$ cat config.mk
export PLATFORM = sky130hd
export DESIGN_NAME = down_timer
export DESIGN_NICKNAME = d
export VERILOG_FILES = /design/src/hdl/down_timer_pkg.sv /design/src/hdl/pin_sync.sv /design/src/hdl/down_timer.sv
export SDC_FILE = /design/constraint.sdc
export NUM_CORES = 1
export LEC_CHECK = 0
export ABC_AREA = 1
export BUFFER_PORTS_ARGS = -buffer_cell sky130_fd_sc_hd__buf_4
export CAP_MARGIN = 15
export CELL_PAD_IN_SITES_DETAIL_PLACEMENT = 2
export CELL_PAD_IN_SITES_GLOBAL_PLACEMENT = 2
export CORE_MARGIN = 1.5
export CORE_UTILIZATION = 33
export CTS_CLUSTER_SIZE = 25
export DETAILED_ROUTE_END_ITERATION = 10
export MAX_ROUTING_LAYER = met4
export PLACE_DENSITY = 0.9
export SYNTH_ARGS = -nofsm -noshare
export SYNTH_HDL_FRONTEND = slang
export SYNTH_SLANG_ARGS = --single-unit
$ cat constraint.sdc
create_clock -name mclk -period 3.7 [get_ports mclk]
set_input_delay 0.37 -clock mclk [delete_from_list [all_inputs] [get_ports mclk]]
set_output_delay 0.37 -clock mclk [all_outputs]
set_load 0.05 [all_outputs]
$ cat src/hdl/down_timer_pkg.sv
// constants shared by the down timer: register map, control fields, reset values
// assumes a classic wishbone slave with 32-bit data, registers one per word
// How it works
// - sixteen-bit down counter behind eight-bit prescaler, single/continuous
// - clock source core/4 or input pin; oscillator-derived clock is synchronised but not selectable
// - underflow at zero is the end of count
// - interrupt request shares an external interrupt channel
// - run bit set starts counting, clear stops
// - restart resumes held count unless new constant
// - counter bytes apply at end, prescaler immediately
// - unprogrammed registers count from all ones
// - single mode stops, reloads, clears run bit
// - continuous mode reloads and keeps counting
// - mode bit writable anytime, together with run
// - input disabled: core/4 clock, pin ignored
// - event mode counts input pin falling edges
// - gated mode counts core/4 while pin high
// - triggerable mode needs run bit and falling edge
// - retriggerable falling edge restarts from constants while running
// - output disabled holds output pin high
// - square wave toggles output each end
// - pwm copies lower output bit at end
// - prescaler divides by value plus one
// - route select one passes external pin instead
// - counter reads live, prescaler reads programmed value
package down_timer_pkg;
  // register byte addresses
  localparam logic [3:0] counter_high_byte_addr = 4'h0;
  localparam logic [3:0] counter_low_byte_addr = 4'h4;
  localparam logic [3:0] prescaler_value_addr = 4'h8;
  localparam logic [3:0] timer_control_addr = 4'hC;
  // timer_control field positions
  localparam int run_control_pos = 7;
  localparam int single_mode_pos = 6;
  localparam int input_mode_upper_pos = 5;
  localparam int input_mode_lower_pos = 4;
  localparam int input_enable_pos = 3;
  localparam int route_select_pos = 2;
  localparam int output_mode_upper_pos = 1;
  localparam int output_mode_lower_pos = 0;
  // reset values
  localparam logic [7:0] counter_byte_reset = 8'hFF;
  localparam logic [7:0] prescaler_reset = 8'hFF;
  localparam logic [7:0] control_reset = 8'h14;
  // core clock division for the internal count clock
  localparam logic [1:0] core_div_last = 2'h3;
  // input modes (upper, lower)
  typedef enum logic [1:0] {
    in_event = 2'b00,
    in_gated = 2'b01,
    in_trigger = 2'b10,
    in_retrigger = 2'b11
  } in_mode_t;
endpackage

$ cat src/hdl/pin_sync.sv
// two-stage synchroniser for the timer pin inputs, with falling edge detect
// assumes the inputs are asynchronous to mclk
`timescale 1ns/1ps
`default_nettype none
module pin_sync (
  input wire logic mclk,
  input wire logic sys_rst,
  input wire logic pin,
  output logic level,
  output logic fall
);
  logic meta_q;
  logic sync_q;
  logic prev_q;

  // two flops, then a third for edge detection
  always_ff @(posedge mclk) begin
    if (sys_rst) begin
      meta_q <= 1'b1;
      sync_q <= 1'b1;
      prev_q <= 1'b1;
    end else begin
      meta_q <= pin;
      sync_q <= meta_q;
      prev_q <= sync_q;
    end
  end

  assign level = sync_q;
  assign fall = prev_q & ~sync_q;
endmodule
`default_nettype wire

$ cat src/hdl/down_timer.sv
// standard down timer: 16-bit counter, 8-bit prescaler, input and output modes
// assumes a classic wishbone master on mclk; pins are asynchronous
`timescale 1ns/1ps
`default_nettype none
module down_timer
  import down_timer_pkg::*;
(
  input wire logic mclk,
  input wire logic sys_rst,
  input wire logic wb_cyc_i,
  input wire logic wb_stb_i,
  input wire logic wb_we_i,
  input wire logic [3:0] wb_adr_i,
  input wire logic [3:0] wb_sel_i,
  input wire logic [31:0] wb_dat_i,
  output logic [31:0] wb_dat_o,
  output logic wb_ack_o,
  input wire logic timer_input_pin,
  input wire logic oscillator_derived_clock,
  input wire logic ext_irq_pin,
  output logic timer_output_pin,
  output logic irq_channel
);
  // ------------------------------------------------------------
  // declarations
  // ------------------------------------------------------------
  logic [7:0] const_high_q;
  logic [7:0] const_low_q;
  logic [7:0] prescaler_value_q;
  logic run_q;
  logic single_q;
  logic input_mode_upper_bit_q;
  logic input_mode_lower_bit_q;
  logic input_section_enable_q;
  logic interrupt_route_select_q;
  logic output_mode_upper_bit_q;
  logic output_mode_lower_bit_q;
  logic [15:0] count_q;
  logic [7:0] presc_cnt_q;
  logic new_const_q;
  logic armed_q;
  logic [1:0] div_q;
  logic out_q;
  logic irq_q;
  logic ack_q;
  logic [31:0] rdata_q;
  logic pin_level;
  logic pin_fall;
  logic osc_level;
  logic osc_prev_q;
  logic osc_tick;
  logic core_tick;
  logic wr;
  logic rd_strobe;
  logic ctl_wr;
  logic const_wr;
  logic start_wr;
  logic [7:0] ctl_byte;
  logic [7:0] ctl_now;
  in_mode_t in_mode;
  logic src_tick;
  logic enable_count;
  logic count_tick;
  logic eoc;
  logic retrig;
  logic ext_meta_q;
  logic ext_sync_q;

  // ------------------------------------------------------------
  // pin synchronisers
  // ------------------------------------------------------------
  // the input pin idles high, so its synchroniser resets high and no
  // false falling edge follows reset
  pin_sync u_in_sync (
    .mclk(mclk),
    .sys_rst(sys_rst),
    .pin(timer_input_pin),
    .level(pin_level),
    .fall(pin_fall)
  );

  pin_sync u_osc_sync (
    .mclk(mclk),
    .sys_rst(sys_rst),
    .pin(oscillator_derived_clock),
    .level(osc_level),
    .fall()
  );

  // rising edge of the synchronised oscillator-derived clock
  // no control bit selects this source yet, so the tick is kept
  // ready but does not reach the prescaler
  // its flop resets low against a high synchroniser: the first tick is a false one
  always_ff @(posedge mclk) begin
    if (sys_rst) begin
      osc_prev_q <= 1'b0;
    end else begin
      osc_prev_q <= osc_level;
    end
  end
  assign osc_tick = osc_level & ~osc_prev_q;

  // external interrupt pin: two flops, reset low so no request follows reset
  always_ff @(posedge mclk) begin
    if (sys_rst) begin
      ext_meta_q <= 1'b0;
      ext_sync_q <= 1'b0;
    end else begin
      ext_meta_q <= ext_irq_pin;
      ext_sync_q <= ext_meta_q;
    end
  end

  // ------------------------------------------------------------
  // bus decode
  // ------------------------------------------------------------
  // writes land at the edge where ack is seen high, so the master and
  // the registers agree on one edge; reads are captured a cycle earlier
  // and stand on the data lines through the ack cycle
  assign wr = wb_cyc_i & wb_stb_i & wb_we_i & ack_q & wb_sel_i[0];
  assign rd_strobe = wb_cyc_i & wb_stb_i & ~ack_q;
  assign ctl_wr = wr & (wb_adr_i == timer_control_addr);
  assign const_wr = wr & ((wb_adr_i == counter_high_byte_addr) | (wb_adr_i == counter_low_byte_addr));
  assign ctl_byte = wb_dat_i[7:0];
  assign start_wr = ctl_wr & ctl_byte[run_control_pos] & ~run_q;
  assign ctl_now = {run_q, single_q, input_mode_upper_bit_q, input_mode_lower_bit_q,
                    input_section_enable_q, interrupt_route_select_q,
                    output_mode_upper_bit_q, output_mode_lower_bit_q};

  // single-wait-state ack, dropped the cycle after
  // a request is answered one cycle after it is first seen
  always_ff @(posedge mclk) begin
    if (sys_rst) begin
      ack_q <= 1'b0;
    end else begin
      ack_q <= wb_cyc_i & wb_stb_i & ~ack_q;
    end
  end
  assign wb_ack_o = ack_q;

  // read mux, registered; unmapped reads return zero
  // the prescaler reads back what was written, never its running count
  always_ff @(posedge mclk) begin
    if (sys_rst) begin
      rdata_q <= 32'h0;
    end else if (rd_strobe) begin
      case (wb_adr_i)
        counter_high_byte_addr: rdata_q <= {24'h0, count_q[15:8]};
        counter_low_byte_addr: rdata_q <= {24'h0, count_q[7:0]};
        prescaler_value_addr: rdata_q <= {24'h0, prescaler_value_q};
        timer_control_addr: rdata_q <= {24'h0, ctl_now};
        default: rdata_q <= 32'h0;
      endcase
    end
  end
  assign wb_dat_o = rdata_q;

  // ------------------------------------------------------------
  // constant and prescaler registers
  // ------------------------------------------------------------
  // all ones after reset
  // a constant written while running waits for the next end of count;
  // software that starts without programming these counts the longest period
  always_ff @(posedge mclk) begin
    if (sys_rst) begin
      const_high_q <= counter_byte_reset;
      const_low_q <= counter_byte_reset;
      prescaler_value_q <= prescaler_reset;
    end else if (wr) begin
      if (wb_adr_i == counter_high_byte_addr) const_high_q <= wb_dat_i[7:0];
      if (wb_adr_i == counter_low_byte_addr) const_low_q <= wb_dat_i[7:0];
      if (wb_adr_i == prescaler_value_addr) prescaler_value_q <= wb_dat_i[7:0];
    end
  end

  // ------------------------------------------------------------
  // control register
  // ------------------------------------------------------------
  // mode bits written any time; hardware clears run in single mode
  // a software run write wins over the single-mode clear in one cycle,
  // so a restart issued at the end of count is not lost
  always_ff @(posedge mclk) begin
    if (sys_rst) begin
      {run_q, single_q, input_mode_upper_bit_q, input_mode_lower_bit_q,
       input_section_enable_q, interrupt_route_select_q,
       output_mode_upper_bit_q, output_mode_lower_bit_q} <= control_reset;
    end else begin
      if (ctl_wr) begin
        single_q <= ctl_byte[single_mode_pos];
        input_mode_upper_bit_q <= ctl_byte[input_mode_upper_pos];
        input_mode_lower_bit_q <= ctl_byte[input_mode_lower_pos];
        input_section_enable_q <= ctl_byte[input_enable_pos];
        interrupt_route_select_q <= ctl_byte[route_select_pos];
        output_mode_upper_bit_q <= ctl_byte[output_mode_upper_pos];
        output_mode_lower_bit_q <= ctl_byte[output_mode_lower_pos];
      end
      if (ctl_wr) begin
        run_q <= ctl_byte[run_control_pos];
      end else if (eoc & single_q) begin
        run_q <= 1'b0;
      end
    end
  end

  // ------------------------------------------------------------
  // count clock selection
  // ------------------------------------------------------------
  // core clock divided by four as a one-cycle enable
  // free running, so the phase of ticks does not follow the run bit;
  // the first step after a start may come one to four cycles later
  always_ff @(posedge mclk) begin
    if (sys_rst) begin
      div_q <= 2'h0;
    end else begin
      div_q <= div_q + 2'h1;
    end
  end
  assign core_tick = (div_q == core_div_last);

  assign in_mode = in_mode_t'({input_mode_upper_bit_q, input_mode_lower_bit_q});

  // source of prescaler ticks
  // disabled input section: core ticks only, mode bits ignored
  // gated and triggerable modes hold the prescaler rather than the source
  always_comb begin
    src_tick = core_tick;
    enable_count = run_q;
    if (input_section_enable_q) begin
      case (in_mode)
        in_event: src_tick = pin_fall;
        in_gated: enable_count = run_q & pin_level;
        in_trigger: enable_count = run_q & armed_q;
        in_retrigger: src_tick = core_tick;
        default: src_tick = core_tick;
      endcase
    end else begin
      src_tick = core_tick;
    end
  end

  // triggerable mode waits for a falling edge after the run bit is set
  // a low run bit drops the arm, so a stale edge cannot start a later run;
  // the arm stays set while running, so later edges change nothing
  always_ff @(posedge mclk) begin
    if (sys_rst) begin
      armed_q <= 1'b0;
    end else if (~run_q) begin
      armed_q <= 1'b0;
    end else if (pin_fall) begin
      armed_q <= 1'b1;
    end
  end

  // retrigger restarts from the constants only while running; a falling
  // edge while stopped is ignored
  assign retrig = input_section_enable_q & (in_mode == in_retrigger) & run_q & pin_fall;

  // ------------------------------------------------------------
  // prescaler and down counter
  // ------------------------------------------------------------
  // a counter step needs a source tick with the prescaler at zero
  assign count_tick = enable_count & src_tick & (presc_cnt_q == 8'h0);
  // end of count is a step taken at zero; a retrigger in the same cycle
  // restarts the count instead, so it raises no request and no pin action
  assign eoc = count_tick & (count_q == 16'h0) & ~retrig;

  // remembers a constant written while stopped
  // cleared by the restart that consumes it; writes while running
  // leave it alone, they reach the counter at the end of count
  always_ff @(posedge mclk) begin
    if (sys_rst) begin
      new_const_q <= 1'b0;
    end else if (const_wr & ~run_q) begin
      new_const_q <= 1'b1;
    end else if (start_wr) begin
      new_const_q <= 1'b0;
    end
  end

  // prescaler counts source ticks down from the programmed value
  // a prescaler write applies at once, even mid-period
  always_ff @(posedge mclk) begin
    if (sys_rst) begin
      presc_cnt_q <= prescaler_reset;
    end else if (wr & (wb_adr_i == prescaler_value_addr)) begin
      presc_cnt_q <= wb_dat_i[7:0];
    end else if (retrig | (start_wr & new_const_q)) begin
      presc_cnt_q <= prescaler_value_q;
    end else if (enable_count & src_tick) begin
      if (presc_cnt_q == 8'h0) begin
        presc_cnt_q <= prescaler_value_q;
      end else begin
        presc_cnt_q <= presc_cnt_q - 8'h1;
      end
    end
  end

  // counter: reloads at end of count, on retrigger, or on restart with new constant
  // retrigger has priority; with no step pending the count is held,
  // which is how a stopped counter resumes where it left off
  always_ff @(posedge mclk) begin
    if (sys_rst) begin
      count_q <= {counter_byte_reset, counter_byte_reset};
    end else if (retrig) begin
      count_q <= {const_high_q, const_low_q};
    end else if (start_wr & new_const_q) begin
      count_q <= {const_high_q, const_low_q};
    end else if (eoc) begin
      count_q <= {const_high_q, const_low_q};
    end else if (count_tick) begin
      count_q <= count_q - 16'h1;
    end
  end

  // ------------------------------------------------------------
  // output pin and interrupt
  // ------------------------------------------------------------
  // output pin: pwm copy, square toggle or held high when disabled
  // the disabled setting forces the pin high every cycle, so leaving
  // pwm or square mode returns the pin to its idle level at once
  always_ff @(posedge mclk) begin
    if (sys_rst) begin
      out_q <= 1'b1;
    end else if (output_mode_upper_bit_q) begin
      if (eoc) out_q <= output_mode_lower_bit_q;
    end else if (output_mode_lower_bit_q) begin
      if (eoc) out_q <= ~out_q;
    end else begin
      out_q <= 1'b1;
    end
  end
  assign timer_output_pin = out_q;

  // shared external channel: one-cycle request per end, or the external pin
  // the external pin passes its synchroniser first, three cycles in all
  always_ff @(posedge mclk) begin
    if (sys_rst) begin
      irq_q <= 1'b0;
    end else if (interrupt_route_select_q) begin
      irq_q <= ext_sync_q;
    end else begin
      irq_q <= eoc;
    end
  end
  assign irq_channel = irq_q;
endmodule
`default_nettype wire

==> impl_metrics.yaml, run 1 <==
place:
  port-buffer-count: 30
  hpwl_mm: 10.5
  dp_slack_ns: 1.49
  dp.cells: 776
  placedInstanceArea_um2: 4440
  gp_congestion: 0.864
synthesis:
  syn-instance-count: 595
  ys_seq_area_share_pct: 36.4
  yosys-top-cells-count: "142 x nand2_1, 76 x dfxtp_1, 67 x nand3_1"
  ys_seq_elements: 76
  yosysMostFrequentCell: "nand2_1"
  synth_flop_cell: "dfxtp_1"
  yosysTopAreaCellShare_pct: 36.4
  synthAdderAreaFrac_pct: 2.40
  synth_simple_gate_area_share_pct: 31.4
  synth_compound_gate_area_share_pct: 13.4
  yosysTopAreaCell: "dfxtp_1"
  yosys_warnings: 0
  synthTopCellsByArea: "dfxtp_1 36%, nand2_1 13%, nand3_1 8.0%"
  synth_top_family_by_area: "simple AND/OR/NAND/NOR gates"
  synth-async-reset-ratio_pct: 0
  synthMuxAreaShare_pct: 0
  synth_edf_count: 0
  synth_area_um2: 4180
  synth.distinct_cells: 35
  synth.avg_cell_area_um2: 7.02
  synth_xor_area_share_pct: 2.94
setup_path:
  rr_endpoint: "count_q[11]"
  rrSetupSlack_ns: 1.38
  r2r-start: "presc_cnt_q[0]"
  slowest_stage: "dfxtp_1"
  crit_chain: "inv_1 -> ha_1 -> inv_1 -> nor3_1 -> nand2_1 -> inv_2 -> nand2_1 -> nor2_1 -> nand2_1 -> nand2_2 -> nand2_1 -> nand3_1 -> nand3_1"
  crit_fanout: 16
  crit_type: "flip-flop to flip-flop"
  arrival_ns: 2.50
  r2r_cells: 13
  endpoint: "count_q[11]"
  worstPathRequired_ns: 3.88
  crit_path_frequent_cell: "nand2_1"
  worstSetupStartpoint: "presc_cnt_q[0]"
  critPathCaptureType: "flip-flop"
  worstSetupStartpointType: "flip-flop"
  max_stage_delay_ns: 0.32
detailed_routing:
  top_layer: "met4"
  met1Wirelength_mm: 7.12
  wl_per_cell_um: 20.1
  wirelength_mm: 15.9
  vias_per_cell: 5.18
  dr_wl_met3_um: 463
  first_pass_iters: 4
  vias: 4101
  drc: 0
  ant_nets: 0
  route.met2.wl_mm: 7.96
  drtIter0Drc: 179
timing:
  layout_setup_ws_ns: 1.38
  hold_viol_final: 0
  whs_ns: 0.203
  drv_slew: 0
  worst_slew_pin_slew_ns: 1.04
  rsz0062_at_grt: "no"
  fin_skew_ns: 0.00824
  tns_ns: 0
  final.min_clock_period_ns: 2.32
  period_share_pct: 62.8
  fmax_mhz: 430
  relSlewSlack_pct: 30.4
  setup_viol_count_final: 0
global_routing:
  grt_pass1_vias: 4512
  antenna_found_initial: 0
  grt_first_pass_wirelength_mm: 25.5
  track_usage_pct: 25.9
  grt_overflow: 0
  grt_max_degree: 56
cts:
  ctsResizeCount: 0
  clkSlewWorstSetupHoldPaths_ns: 0.06
  clock-sinks: 76
  cts_buffers: 9
  cts_tree: "yes"
  cts_hold_buf: 0
  clock_insertion_delay_worst_skew_ns: 0.35
  cts_root_buffer: "clkbuf_16"
  clockBufferDepth: 2
  postCtsSetupRepairBufs: 0
  htree_levels: 3
hold_path:
  hold_class: "input port to flip-flop"
die:
  pin_count: 83
  chipWidth_um: 116
  initial_utilization_pct: 34.4
  core_um2: 12200
  die_h_um: 116
  row_count: 40
  die_area_um2: 13300
power:
  total_power_mw: 1.90
  p_leak_nw: 2.27
  peakVddDrop_uv: 219
  p_per_area_nw_per_um2: 402
layout:
  final_cells: 792
  syn_to_final_growth_pct: 13.4
  fin_util_pct: 39.0
  final_nets: 675
  n_antenna_cell: 0
  drive_gt1_share_pct: 12.3
  stdcell_area_um2: 4740
  fillCellCount: 1444
job:
  cap_violations: 0
status:
  status: "finished clean"
[per-layer routing]
layer | track usage (%) | vias to the layer above
met3 | 3.82 | 27
met5 | - | -
met4 | 8.97 | 0
li1 | - | 1942
met1 | 31.3 | 2051
met2 | 44.2 | 81
[worst max-delay path: cells and delay by family (launching register included)]
kind	cells	cell delay [ns]
buf+inv	3	0.33
fa+ha+maj	1	0.17
flops	1	0.32
simple gates	9	1.32
[registers in the layout (all words and copies together) (netlist names), 2 cells and up]
name,cells
div_q,2
const_high_q,8
presc_cnt_q,8
prescaler_value_q,8
wb_dat_o,8
const_low_q,8
count_q,16
[kinds of logic after synthesis]
group                      count (synthesis)
AOI/OAI and AO/OA                         94
buffers and inverters                    117
adders and majority gates                  8
other                                      1
and+or+nand+nor                          285
xor gates and xnor gates                  14
DFF                                       76
[cell usage in the layout (no fill, tap or decap), types with 3 or more instances in the layout]
| master | count |
|---|---|
| nand2_1 | 142 |
| dfxtp_1 | 76 |
| nand3_1 | 67 |
| inv_1 | 65 |
| nor2_1 | 41 |
| buf_4 | 32 |
| o211ai_1 | 26 |
| o21ai_0 | 25 |
| conb_1 | 24 |
| a21oi_1 | 22 |
| xor2_1 | 12 |
| o22ai_1 | 10 |
| clkbuf_16 | 9 |
| inv_2 | 8 |
| a31oi_1 | 8 |
| ha_1 | 8 |
| nor2_2 | 6 |
| nand4_1 | 6 |
| nand3b_1 | 6 |
| nand2_2 | 3 |
| nand3_2 | 3 |
[worst min path at each step]
stage                             endpoint  slack, ns             start  cells after the start
final                     u_in_sync.meta_q       0.20   timer_input_pin                      2
after global routing      u_in_sync.meta_q       0.21   timer_input_pin                      2
after CTS                 u_in_sync.meta_q       0.19   timer_input_pin                      2
after detailed placement          div_q[0]       0.43          div_q[0]                      1
after global placement     u_in_sync.level       0.40  u_in_sync.meta_q                      1
after floorplan                 ext_sync_q       0.39        ext_meta_q                      2
[layout make-up]
type,count,area (µm²),share of cell area (%)
Clock buffer,9,225,4.75
Clock inverter,7,75.1,1.58
Inverter,75,282,5.94
Multi-Input combinational cell,425,2180,46.1
Sequential cell,76,1520,32.1
Tap cell,168,210,4.44
Timing Repair Buffer,32,240,5.07
[power by group]
part | internal, mW | switching (mW)
Sequential | 0.826 | 0.00439
Clock | 0.528 | 0.397
Combinational | 0.0287 | 0.119
Note: power is estimated with default switching activity, not from simulation.
==> run 2: changes to the inputs <==
- ABC_AREA: 1 -> 0
- CORE_UTILIZATION: 33 -> 32
- PLACE_DENSITY: 0.9 -> 0.83
- clock period: 3.7 -> 2.2 ns (I/O delays scaled with it)
==> impl_metrics.yaml, run 2 <==
setup_path:
  crit_fanout: 5
  r2r_cells: 9
  endpoint: "presc_cnt_q[0]"
  r2r-start: "input_mode_upper_bit_q"
  crit_path_frequent_cell: "buf_4"
  critPathCaptureType: "flip-flop"
  rrSetupSlack_ns: -0.09
  slowest_stage: "dfxtp_2"
  worstPathRequired_ns: 2.42
  max_stage_delay_ns: 0.36
  worstSetupStartpointType: "flip-flop"
  rr_endpoint: "presc_cnt_q[0]"
  crit_chain: "buf_4 -> ha_1 -> and4_1 -> a21oi_4 -> buf_4 -> buf_4 -> nand2_1 -> a311oi_1 -> o21ai_0"
  crit_type: "flip-flop to flip-flop"
  arrival_ns: 2.51
  worstSetupStartpoint: "input_mode_upper_bit_q"
cts:
  clock-sinks: 76
  htree_levels: 3
  cts_root_buffer: "clkbuf_16"
  cts_buffers: 9
  cts_tree: "yes"
  clkSlewWorstSetupHoldPaths_ns: 0.06
  clockBufferDepth: 2
  clock_insertion_delay_worst_skew_ns: 0.35
  cts_hold_buf: 0
detailed_routing:
  wirelength_mm: 17.5
  first_pass_iters: 4
  drc: 0
  vias_per_cell: 5.58
  wl_per_cell_um: 23.1
  ant_nets: 0
  vias: 4215
  drtIter0Drc: 254
job:
  cap_violations: 0
layout:
  top_register: "count_q"
  drive_gt1_share_pct: 28.9
  largest_reg_flops: 16
  syn_to_final_growth_pct: 29.3
  stdcell_area_um2: 5310
  final_cells: 756
  n_antenna_cell: 0
  final_common_cell: "buf_4"
  fin_util_pct: 42.2
  final_nets: 636
  final_cell_mix: "99 x buf_4, 73 x dfxtp_1, 54 x nor2_1"
timing:
  tns_ns: -0.185
  drv_slew: 0
  relSlewSlack_pct: 53.9
  layout_setup_ws_ns: -0.0919
  rsz0062_at_grt: "yes"
  worst_slew_pin_slew_ns: 0.682
  hold_viol_final: 0
  final.min_clock_period_ns: 2.29
  fin_skew_ns: 0.0131
  period_share_pct: 104
  fmax_mhz: 436
  setup_viol_count_final: 6
  whs_ns: 0.0612
global_routing:
  grt_overflow: 0
  grt_max_degree: 49
  track_usage_pct: 25.5
  antenna_found_initial: 0
  grt_pass1_vias: 4425
  grt_first_pass_wirelength_mm: 24.9
power:
  p_leak_nw: 2.23
  p_per_area_nw_per_um2: 582
  peakVddDrop_uv: 590
synthesis:
  synth_flop_cell: "dfxtp_1"
  yosysTopAreaCellShare_pct: 37.1
  yosysMostFrequentCell: "dfxtp_1"
  syn-instance-count: 493
  synth_edf_count: 0
  synth.avg_cell_area_um2: 8.32
  synth_area_um2: 4100
  synth.distinct_cells: 70
  yosysTopAreaCell: "dfxtp_1"
  yosys_warnings: 0
  ys_seq_area_share_pct: 37.1
  yosys-top-cells-count: "76 x dfxtp_1, 57 x nor2_1, 51 x nand2_1"
  ys_seq_elements: 76
  synthTopCellsByArea: "dfxtp_1 37%, nor2_1 5.2%, nand2_1 4.7%"
  synth-async-reset-ratio_pct: 0
die:
  pin_count: 83
  core_um2: 12600
  die_h_um: 116
  initial_utilization_pct: 32.7
  row_count: 41
  die_area_um2: 13500
  chipWidth_um: 116
status:
  violations: "negative setup slack"
  status: "complete, but fails checks"
place:
  port-buffer-count: 30
  dp.cells: 733
  gp_congestion: 0.938
  placedInstanceArea_um2: 4780
  hpwl_mm: 11.6
hold_path:
  hold_class: "input port to flip-flop"
[run 2: changes by cell type after synthesis, sizes merged, moves of 10 or more]
cell	delta
mux2i	+19
nand2	-96
inv	-64
nor2b	+12
o21ai	-10
nand3	-51
xor2	-10
a21oi	+13
o211ai	-22
nor3	+18
nand2b	+11
[run 2: metal layers]
layer / wire [µm] / up-vias / share of wire (%) / GRT usage [%]
met5: 0 / - / 0 / -
met4: 756 / 0 / 4.3 / 9.19
met2: 8610 / 153 / 49 / 43.4
li1: - / 1897 / - / -
met3: 750 / 48 / 4.3 / 5.45
met1: 7340 / 2117 / 42 / 29.8
[run 2: final cells by class]
| cell class | instances | area [µm²] |
|---|---|---|
| clock inverters | 2 | 10.0 |
| clock buffers | 13 | 260 |
| fillers | 1381 | 7260 |
| well taps | 172 | 215 |
| flip-flops and latches | 76 | 1530 |
| repair buffers | 102 | 777 |
| multi-input cells | 382 | 2480 |
| inverters | 9 | 36.3 |
[run 2: critical path: cells and delay by family (launching register included)]
kind	cells	cell delay, ns
buffers and inverters	3	0.45
flip-flops	1	0.36
AND/OR/NAND/NOR	2	0.41
AO/OA/AOI/OAI	3	0.70
adder cells (fa/ha/maj)	1	0.23
[run 2: cell families (layout without fill, tap and decap cells)]
| kind of cell | after synthesis | after routing | share of synthesized area (%) |
|---|---|---|---|
| xor gates and xnor gates | 3 | 3 | 0.640 |
| adders and majority gates | 8 | 8 | 2.44 |
| DFF | 76 | 76 | 37.1 |
| other | 1 | 24 | 0.0914 |
| AOI/OAI and AO/OA | 109 | 109 | 18.5 |
| muxes | 21 | 21 | 5.18 |
| and+or+nand+nor | 217 | 217 | 27.1 |
| buffers and inverters | 58 | 126 | 8.96 |
[run 2: worst min-delay path by stage]
stage,start,end,slack [ns],cells after the start
final,timer_input_pin,u_in_sync.meta_q,0.06,2
after global routing,timer_input_pin,u_in_sync.meta_q,0.06,2
after CTS,timer_input_pin,u_in_sync.meta_q,0.05,2
after detailed placement,u_in_sync.meta_q,u_in_sync.level,0.41,1
after global placement,u_in_sync.meta_q,u_in_sync.level,0.40,1
after floorplan,timer_input_pin,u_in_sync.meta_q,0.32,1
[run 2: repair_timing]
action,CTS,global route
pin swaps,4,12
gates resized for setup,20,33
cloned,0,0
setup endpoints to repair,18,16
setup buffers,3,5
[run 2: power breakdown]
group / switching (mW) / total (mW) / internal (mW)
sequential: 0.00820 / 1.40 / 1.39
combinational: 0.209 / 0.284 / 0.0747
clock: 0.588 / 1.40 / 0.817
[run 2: per-stage QoR]
step	worst slack, ns	total power [mW]
finish	-0.0919	3.09
global route	-0.108	3.19
CTS	0.00226	3.10
detailed placement	-0.199	1.70
global placement	-0.0759	1.69
floorplan	0.0900	1.64
